`config.mk`:
```
export PLATFORM = sky130hd
export DESIGN_NAME = uart_pins
export DESIGN_NICKNAME = d
export VERILOG_FILES = /design/src/uart_pins_pkg.sv /design/src/pin_sync.sv /design/src/uart_pins.sv
export SDC_FILE = /design/constraint.sdc
export NUM_CORES = 1
export LEC_CHECK = 0
export ABC_AREA = 1
export BUFFER_PORTS_ARGS = -buffer_cell sky130_fd_sc_hd__buf_2
export CAP_MARGIN = 30
export CORE_MARGIN = 2
export CORE_UTILIZATION = 45
export CTS_CLUSTER_SIZE = 40
export DETAILED_ROUTE_END_ITERATION = 8
export GPL_TIMING_DRIVEN = 0
export PLACE_DENSITY_LB_ADDON = 0.05
export SLEW_MARGIN = 20
export SYNTH_ARGS = -nofsm -noshare
export SYNTH_HDL_FRONTEND = slang
export SYNTH_SLANG_ARGS = --single-unit
```
`constraint.sdc`:
```
create_clock -name sys_clk_i -period 3.2 [get_ports sys_clk_i]
set_input_delay 0.16 -clock sys_clk_i [delete_from_list [all_inputs] [get_ports sys_clk_i]]
set_output_delay 0.16 -clock sys_clk_i [all_outputs]
set_load 0.01 [all_outputs]
```
`src/uart_pins_pkg.sv`:
```
// Package with register offsets, field positions, reset values and timing counts of the UART pin block.
package uart_pins_pkg;

   // -------------------------------------------------------------------
   // Register offsets on the three select lines
   // -------------------------------------------------------------------
   localparam logic [2:0] IRQ_ENABLE_OFS   = 3'h1;
   localparam logic [2:0] ENH_FEATURE_OFS  = 3'h2;
   localparam logic [2:0] MODEM_CTRL_OFS   = 3'h4;
   localparam logic [2:0] LINE_STATUS_OFS  = 3'h5;
   localparam logic [2:0] MODEM_STATUS_OFS = 3'h6;
   localparam logic [2:0] SCRATCH_OFS      = 3'h7;

   // -------------------------------------------------------------------
   // Field positions
   // -------------------------------------------------------------------
   localparam int MCR_DTR_BIT       = 0;
   localparam int MCR_RTS_BIT       = 1;
   localparam int MCR_IRQ_OE_BIT    = 3;
   localparam int MCR_IR_MODE_BIT   = 6;
   localparam int EFR_AUTO_RTS_BIT  = 6;
   localparam int EFR_AUTO_CTS_BIT  = 7;
   localparam int IER_RTS_IRQ_BIT   = 6;
   localparam int IER_CTS_IRQ_BIT   = 7;
   localparam int MSR_CTS_BIT       = 4;
   localparam int LSR_RX_ACTIVE_BIT = 0;
   localparam int LSR_TX_STOP_BIT   = 1;

   // -------------------------------------------------------------------
   // Reset values
   // -------------------------------------------------------------------
   localparam logic [7:0] REG_RESET     = 8'h00;
   localparam logic [7:0] BUS_RESET     = 8'h00;
   // Order: read_n, write_n, cs_n, isolate, rx, cts_n, dsr_n, cd_n, ri_n, addr[2:0].
   localparam logic [11:0] PIN_RESET    = 12'hEF8;

   // -------------------------------------------------------------------
   // Timing
   // -------------------------------------------------------------------
   localparam int CLK_PERIOD_NS = 8;
   localparam int RST_MIN_NS    = 40;
   localparam int RST_MIN_CYC   = (RST_MIN_NS + CLK_PERIOD_NS - 1) / CLK_PERIOD_NS;

endpackage

```
`src/pin_sync.sv`:
```
// Two-flop synchroniser for a group of pins arriving from outside the clock domain.
module pin_sync
   import uart_pins_pkg::*;
#(
   parameter int           W         = 8,
   parameter logic [W-1:0] RESET_VAL = '0
)
(
   input  wire logic         sys_clk_i,
   input  wire logic         sys_rst_i,
   input  wire logic [W-1:0] pin_i,
   output logic      [W-1:0] sync_o
);

   logic [W-1:0] meta_q;

   // A group of zero pins has nothing to synchronise, so it is refused at elaboration.
   if (W < 1)
   begin : g_width_check
      $error("pin_sync needs at least one bit");
   end

   // Only the second stage may be read by any logic.
   always_ff @(posedge sys_clk_i or posedge sys_rst_i)
   begin
      if (sys_rst_i)
      begin
         meta_q <= RESET_VAL;
         sync_o <= RESET_VAL;
      end
      else
      begin
         meta_q <= pin_i;
         sync_o <= meta_q;
      end
   end

endmodule

```
`src/uart_pins.sv`:
```
// Host bus, interrupt pin and serial/modem pin logic of a single-channel UART.
// Behaviour
// - Read strobe falling edge starts a read and drives the selected register byte.
// - Write starts at strobe fall; rising edge latches bus byte into selected register.
// - Strobes are honoured only while chip select is low.
// - Interrupt output is active high and three-state.
// - Interrupt pin drives when modem control bit 3 is 1, else floats.
// - Modem control bit 6 clear: transmit idles high, also during reset.
// - Modem control bit 6 set: infrared path, transmit rests low.
// - Receive idles high in standard mode, low in infrared mode.
// - Clear-to-send feeds auto transmit stop, status bit 4, interrupt enable bit 7.
// - Request-to-send and terminal-ready outputs double as software outputs.
// - Set-ready, carrier and ring inputs readable as status or general inputs.
// - Power-save input isolates the host bus and ignores its activity.
// - Reset pulse of at least 40 ns returns registers and outputs to defaults.
// - During reset transmit is held high and receive is ignored.
// - Three select lines pick the register for each bus access.
// - Eight-bit data bus is driven by the device only during reads.
// - Bus cycles are timed only by chip select and strobes; the block samples both on the system clock through two flops.
module uart_pins
   import uart_pins_pkg::*;
(
   input  wire logic       sys_clk_i,
   input  wire logic       sys_rst_i,
   input  wire logic       chip_sel_n_i,
   input  wire logic       read_strobe_n_i,
   input  wire logic       write_strobe_n_i,
   input  wire logic [2:0] register_select_lines_i,
   input  wire logic [7:0] data_i,
   output logic      [7:0] data_o,
   output logic            data_oe_o,
   input  wire logic       bus_isolate_in_i,
   output logic            irq_o,
   output logic            irq_oe_o,
   output logic            tx_o,
   input  wire logic       rx_i,
   output logic            rx_active_o,
   output logic            rts_n_o,
   output logic            dtr_n_o,
   output logic            tx_stop_o,
   input  wire logic       cts_n_i,
   input  wire logic       dsr_n_i,
   input  wire logic       cd_n_i,
   input  wire logic       ri_n_i
);

   // -------------------------------------------------------------------
   // Pin synchronisers
   // -------------------------------------------------------------------
   logic [11:0] pins_s;
   logic [7:0]  data_s;

   // The strobes are asynchronous to the system clock, so every pin is brought in through two flops.
   pin_sync #(.W(12), .RESET_VAL(PIN_RESET)) u_ctl_sync
   (
      .sys_clk_i (sys_clk_i),
      .sys_rst_i (sys_rst_i),
      .pin_i     ({read_strobe_n_i, write_strobe_n_i, chip_sel_n_i, bus_isolate_in_i, rx_i,
                   cts_n_i, dsr_n_i, cd_n_i, ri_n_i, register_select_lines_i}),
      .sync_o    (pins_s)
   );

   pin_sync #(.W(8), .RESET_VAL(BUS_RESET)) u_data_sync
   (
      .sys_clk_i (sys_clk_i),
      .sys_rst_i (sys_rst_i),
      .pin_i     (data_i),
      .sync_o    (data_s)
   );

   wire       rd_n_s  = pins_s[11];
   wire       wr_n_s  = pins_s[10];
   wire       cs_n_s  = pins_s[9];
   wire       iso_s   = pins_s[8];
   wire       rx_s    = pins_s[7];
   // Asserted-high modem lines: bit 0 clear-to-send, 1 set-ready, 2 carrier, 3 ring.
   wire [3:0] modem_s = ~{pins_s[3], pins_s[4], pins_s[5], pins_s[6]};
   wire [2:0] addr_s  = pins_s[2:0];

   // -------------------------------------------------------------------
   // Strobe edges and bus cycle tracking
   // -------------------------------------------------------------------
   logic rd_n_q;
   logic wr_n_q;
   logic rd_act_q;
   logic wr_act_q;

   wire bus_sel    = !cs_n_s && !iso_s;
   wire rd_fall    = rd_n_q && !rd_n_s;
   wire rd_rise    = !rd_n_q && rd_n_s;
   wire wr_fall    = wr_n_q && !wr_n_s;
   wire wr_rise    = !wr_n_q && wr_n_s;
   wire rd_start   = rd_fall && bus_sel;
   wire wr_commit  = wr_rise && wr_act_q && bus_sel;

   always_ff @(posedge sys_clk_i or posedge sys_rst_i)
   begin
      if (sys_rst_i)
      begin
         rd_n_q   <= 1'b1;
         wr_n_q   <= 1'b1;
         rd_act_q <= 1'b0;
         wr_act_q <= 1'b0;
      end
      else
      begin
         rd_n_q   <= rd_n_s;
         wr_n_q   <= wr_n_s;
         rd_act_q <= rd_start || (rd_act_q && !rd_rise && bus_sel);
         wr_act_q <= (wr_fall && bus_sel) || (wr_act_q && !wr_rise && bus_sel);
      end
   end

   // -------------------------------------------------------------------
   // Registers
   // -------------------------------------------------------------------
   logic [7:0] ier_q;
   logic [7:0] efr_q;
   logic [7:0] mcr_q;
   logic [7:0] spr_q;
   logic [3:0] modem_q;
   logic [3:0] delta_q;
   logic [7:0] rd_data_q;

   wire wr_ier = wr_commit && (addr_s == IRQ_ENABLE_OFS);
   wire wr_efr = wr_commit && (addr_s == ENH_FEATURE_OFS);
   wire wr_mcr = wr_commit && (addr_s == MODEM_CTRL_OFS);
   wire wr_spr = wr_commit && (addr_s == SCRATCH_OFS);
   wire rd_msr = rd_start && (addr_s == MODEM_STATUS_OFS);

   // Status nibble order is cts, dsr, cd, ri in bits 4..7; delta bits 0..3 in the same order.
   wire [3:0] modem_chg = modem_s ^ modem_q;
   // A change seen in the cycle of the clearing read still sets its delta bit.
   wire [3:0] delta_d   = modem_chg | (rd_msr ? 4'h0 : delta_q);
   wire [7:0] msr_val   = {modem_q, delta_q};

   wire ir_mode   = mcr_q[MCR_IR_MODE_BIT];
   wire rx_idle   = ir_mode ? 1'b0 : 1'b1;
   wire rx_busy   = rx_s != rx_idle;
   wire tx_stop   = efr_q[EFR_AUTO_CTS_BIT] && !modem_q[0];
   wire [7:0] lsr_val = {6'h00, tx_stop, rx_busy};

   wire [7:0] rd_mux =
      (addr_s == IRQ_ENABLE_OFS)   ? ier_q   :
      (addr_s == ENH_FEATURE_OFS)  ? efr_q   :
      (addr_s == MODEM_CTRL_OFS)   ? mcr_q   :
      (addr_s == LINE_STATUS_OFS)  ? lsr_val :
      (addr_s == MODEM_STATUS_OFS) ? msr_val :
      (addr_s == SCRATCH_OFS)      ? spr_q   : 8'h00;

   always_ff @(posedge sys_clk_i or posedge sys_rst_i)
   begin
      if (sys_rst_i)
      begin
         ier_q     <= REG_RESET;
         efr_q     <= REG_RESET;
         mcr_q     <= REG_RESET;
         spr_q     <= REG_RESET;
         modem_q   <= 4'h0;
         delta_q   <= 4'h0;
         rd_data_q <= REG_RESET;
      end
      else
      begin
         if (wr_ier) ier_q <= data_s;
         if (wr_efr) efr_q <= data_s;
         if (wr_mcr) mcr_q <= data_s;
         if (wr_spr) spr_q <= data_s;
         modem_q <= modem_s;
         delta_q <= delta_d;
         if (rd_start) rd_data_q <= rd_mux;
      end
   end

   // -------------------------------------------------------------------
   // Pin outputs
   // -------------------------------------------------------------------
   logic tx_q;
   logic rts_n_q;
   logic dtr_n_q;
   logic irq_q;
   logic rx_active_q;
   logic tx_stop_q;

   // Modem deltas raise the interrupt; clear-to-send has its own enable as well.
   wire irq_d = |(delta_q & ier_q[3:0]) || (ier_q[IER_CTS_IRQ_BIT] && delta_q[0]);

   always_ff @(posedge sys_clk_i or posedge sys_rst_i)
   begin
      if (sys_rst_i)
      begin
         tx_q        <= 1'b1;
         rts_n_q     <= 1'b1;
         dtr_n_q     <= 1'b1;
         irq_q       <= 1'b0;
         rx_active_q <= 1'b0;
         tx_stop_q   <= 1'b0;
      end
      else
      begin
         tx_q        <= !ir_mode;
         rts_n_q     <= !mcr_q[MCR_RTS_BIT];
         dtr_n_q     <= !mcr_q[MCR_DTR_BIT];
         irq_q       <= irq_d;
         rx_active_q <= rx_busy;
         tx_stop_q   <= tx_stop;
      end
   end

   // No transmitter is attached here, so the line only ever shows its idle level.
   assign tx_o        = tx_q;
   assign rts_n_o     = rts_n_q;
   assign dtr_n_o     = dtr_n_q;
   assign irq_o       = irq_q;
   assign irq_oe_o    = mcr_q[MCR_IRQ_OE_BIT];
   assign rx_active_o = rx_active_q;
   assign tx_stop_o   = tx_stop_q;
   assign data_o      = rd_data_q;
   assign data_oe_o   = rd_act_q && !iso_s;
endmodule

```
==> results.json <==
{
  "synth_top_area_share_pct": 51.9,
  "p_total_mw": 2.20,
  "ff2ff_setup_slack_ps": 1690,
  "numCtsBuffers": 9,
  "remaining_drc_errors": 0,
  "drive_above_1_share_pct": 27.8,
  "area_growth_pct": 19.7,
  "antenna_left": 0,
  "whs_path_depth": 0,
  "die-area_sq_um": 9000,
  "ctsResizeCount": 0,
  "ys_types": 26,
  "place.port_buffers": 37,
  "cts.sinks": 98,
  "grtUsageTotal_pct": 17.7,
  "finalHoldViolCount": 0,
  "synth-simple-area-share_pct": 17.8,
  "slew_headroom_pct": 62.0,
  "rows": 33,
  "synth-xor-area-share_pct": 0.943,
  "synth_top_family_by_area": "simple AND/OR/NAND/NOR gates",
  "grt_max_degree": 54,
  "hp-class": "flip-flop to flip-flop",
  "start_util_pct": 45.9,
  "cp_data_required_time_ps": 3450,
  "drt-initial-drc-count": 148,
  "preCtsSetupSlack_ps": 1730,
  "vias": 2431,
  "via_per_inst": 4.65,
  "worstMarginPinSlew_ps": 569,
  "netlist_area_sq_um": 3720,
  "fp.dieH_microns": 94.9,
  "yosysSeqAreaShare_pct": 66.7,
  "reg2reg_to": "data_o[0]",
  "cp.arrival_ps": 1760,
  "overflow": 0,
  "cts_tree": "yes",
  "fp.dieW_microns": 94.9,
  "core_area_sq_um": 8090,
  "critPathLaunchType": "flip-flop",
  "antenna_found_initial": 0,
  "p_leak_nw": 2.23,
  "hpwl_microns": 5080,
  "final_core_util_pct": 55.0,
  "syn_nets": 365,
  "antenna_cells": 0,
  "fin_tns_setup_ps": 0,
  "critPathMaxFanout": 8,
  "grt_setup_unrepaired": "false",
  "grt_pass1_wl_microns": 11700,
  "syn_area_per_cell_sq_um": 10.8,
  "synth_compound_area_share_pct": 8.59,
  "worstReg2RegStart": "u_ctl_sync.sync_o[1]",
  "cp-end-kind": "flip-flop",
  "worstSkewPairLatency_ps": 360,
  "wl_per_cell_microns": 13.6,
  "synth_area_leaders": "dfrtp_1 (52%), dfstp_2 (15%), nand2_1 (8.6%)",
  "layout_commonest_cell": "nand2_1",
  "synthCells": 343,
  "finalWorstSetupSlack_ps": 1690,
  "grt_pass1_vias": 2314,
  "max_freq_mhz": 664,
  "fin_skew_ps": 11.3,
  "power_density_nw_per_um2": 495,
  "maxSlewViolCount": 0,
  "mostFrequentLayoutCells": "nand2_1 (85), dfrtp_1 (77), buf_2 (40)",
  "synthAdderAreaFrac_pct": 0,
  "gp_congestion": 0.865,
  "ys_seq_elements": 98,
  "clk_pin_slew_ps": 90,
  "drt_wl_total_microns": 7120,
  "io_pins": 38,
  "cts_root_buffer": "clkbuf_8",
  "h-tree-depth": 3,
  "yosysWarnings": 0,
  "status": "complete, no violations",
  "reg2reg_depth": 6,
  "period_needed_ps": 1510,
  "dr.pass1.iters": 4,
  "yosys.area.top_type": "dfrtp_1",
  "nets": 435,
  "setup_viol": 0,
  "clock_path_buffers": 2,
  "min_period_over_period_pct": 47.1,
  "crit_type": "flip-flop to flip-flop",
  "hold_end": "u_ctl_sync.sync_o[1]",
  "muxShareOfSynthArea_pct": 0,
  "min_from": "u_ctl_sync.meta_q[1]",
  "drv_cap": 0,
  "vdd_drop_max_mv": 0.281
}
what timing repair did:
item / CTS / global route
hold buffers: 21 / 0
setup endpoints to repair: 0 / 0
endpoints found under the hold margin: 63 / 0
buffers inserted: 0 / 0
Yosys cell counts:
cell / instances
a21oi_1: 3
buf_2: 3
buf_4: 2
buf_6: 4
clkbuf_1: 1
dfrtp_1: 77
dfstp_2: 21
inv_1: 34
inv_2: 4
nand2_1: 85
nand2_2: 2
nand2_4: 4
nand3_1: 17
nand3_2: 2
nand4_1: 8
nor2_1: 19
nor2_4: 2
nor2_8: 1
nor3_2: 1
o21ai_0: 7
o21ai_1: 23
o21ai_2: 16
o22ai_1: 1
o31ai_1: 1
or2_2: 1
xor2_1: 4
routing by layer:
layer / wire, microns / global-route usage, % / share of wire (%) / up-vias
met5: 0 / 0 / 0 / -
met4: 95 / 6.16 / 1.3 / 0
met3: 262 / 3.83 / 3.7 / 7
met2: 3240 / 27.1 / 45 / 46
met1: 3530 / 25.2 / 50 / 1144
li1: - / - / - / 1234
metrics by stage:
step | hold slack (ps) | area [sq um] | instances
after detailed placement | 212 | 4070 | 486
after floorplan | 164 | 3720 | 343
after CTS | 353 | 4450 | 523
final | 352 | 4450 | 523
after global placement | 265 | 4030 | 485
after global routing | 361 | 4450 | 523
cell type report:
type	instances	area, sq um
inverter	38	148
clock buffer	12	145
buffer	10	78.8
timing repair buffer	59	423
fill	736	3640
clock inverter	4	27.5
multi-input combinational	197	1020
tap	105	131
sequential	98	2480
state kept, by name, summed over array words and instances, names as in the netlist, 4 cells and up:
register and flops:
u_ctl_sync.meta_q 12, ier_q 8, u_ctl_sync.sync_o 12, u_data_sync.meta_q 8, mcr_q 8, u_data_sync.sync_o 8, modem_q 4, efr_q 8
data_o 8, delta_q 4, spr_q 8
how the worst max path moves through the flow:
| stage | startpoint | slack (ps) | end | cells past startpoint |
|---|---|---|---|---|
| 3_5_place_dp | u_ctl_sync.sync_o[1] | 1730 | data_o[0] | 6 |
| 3_3_place_gp | sys_rst_i | -580 | data_o[4] | 2 |
| 4_1_cts | u_ctl_sync.sync_o[10] | 1730 | mcr_q[0] | 6 |
| 5_1_grt | u_ctl_sync.sync_o[1] | 1540 | data_o[0] | 6 |
| 2_1_floorplan | sys_rst_i | 510 | data_o[0] | 1 |
| 6_report | u_ctl_sync.sync_o[1] | 1690 | data_o[0] | 6 |
where the power goes:
group | switching, mW | total [mW] | internal, mW
registers | 0.0270 | 1.33 | 1.30
clock network | 0.402 | 0.705 | 0.303
logic | 0.0994 | 0.168 | 0.0690
total | 0.528 | 2.20 | 1.67
critical path, cell delays in order, from the launching register on:
cell and delay [ps]:
dfrtp_1 470, nor2_1 490, nand2_1 140, nand2_1 120, nand3_1 80, nand2_1 70
nand2_1 40
kinds of logic after synthesis:
family          Yosys count
compound gates           51
xor+xnor                  4
flops                    98
simple gates            142
buf+inv                  48
Note: power is estimated with default switching activity, not from simulation.
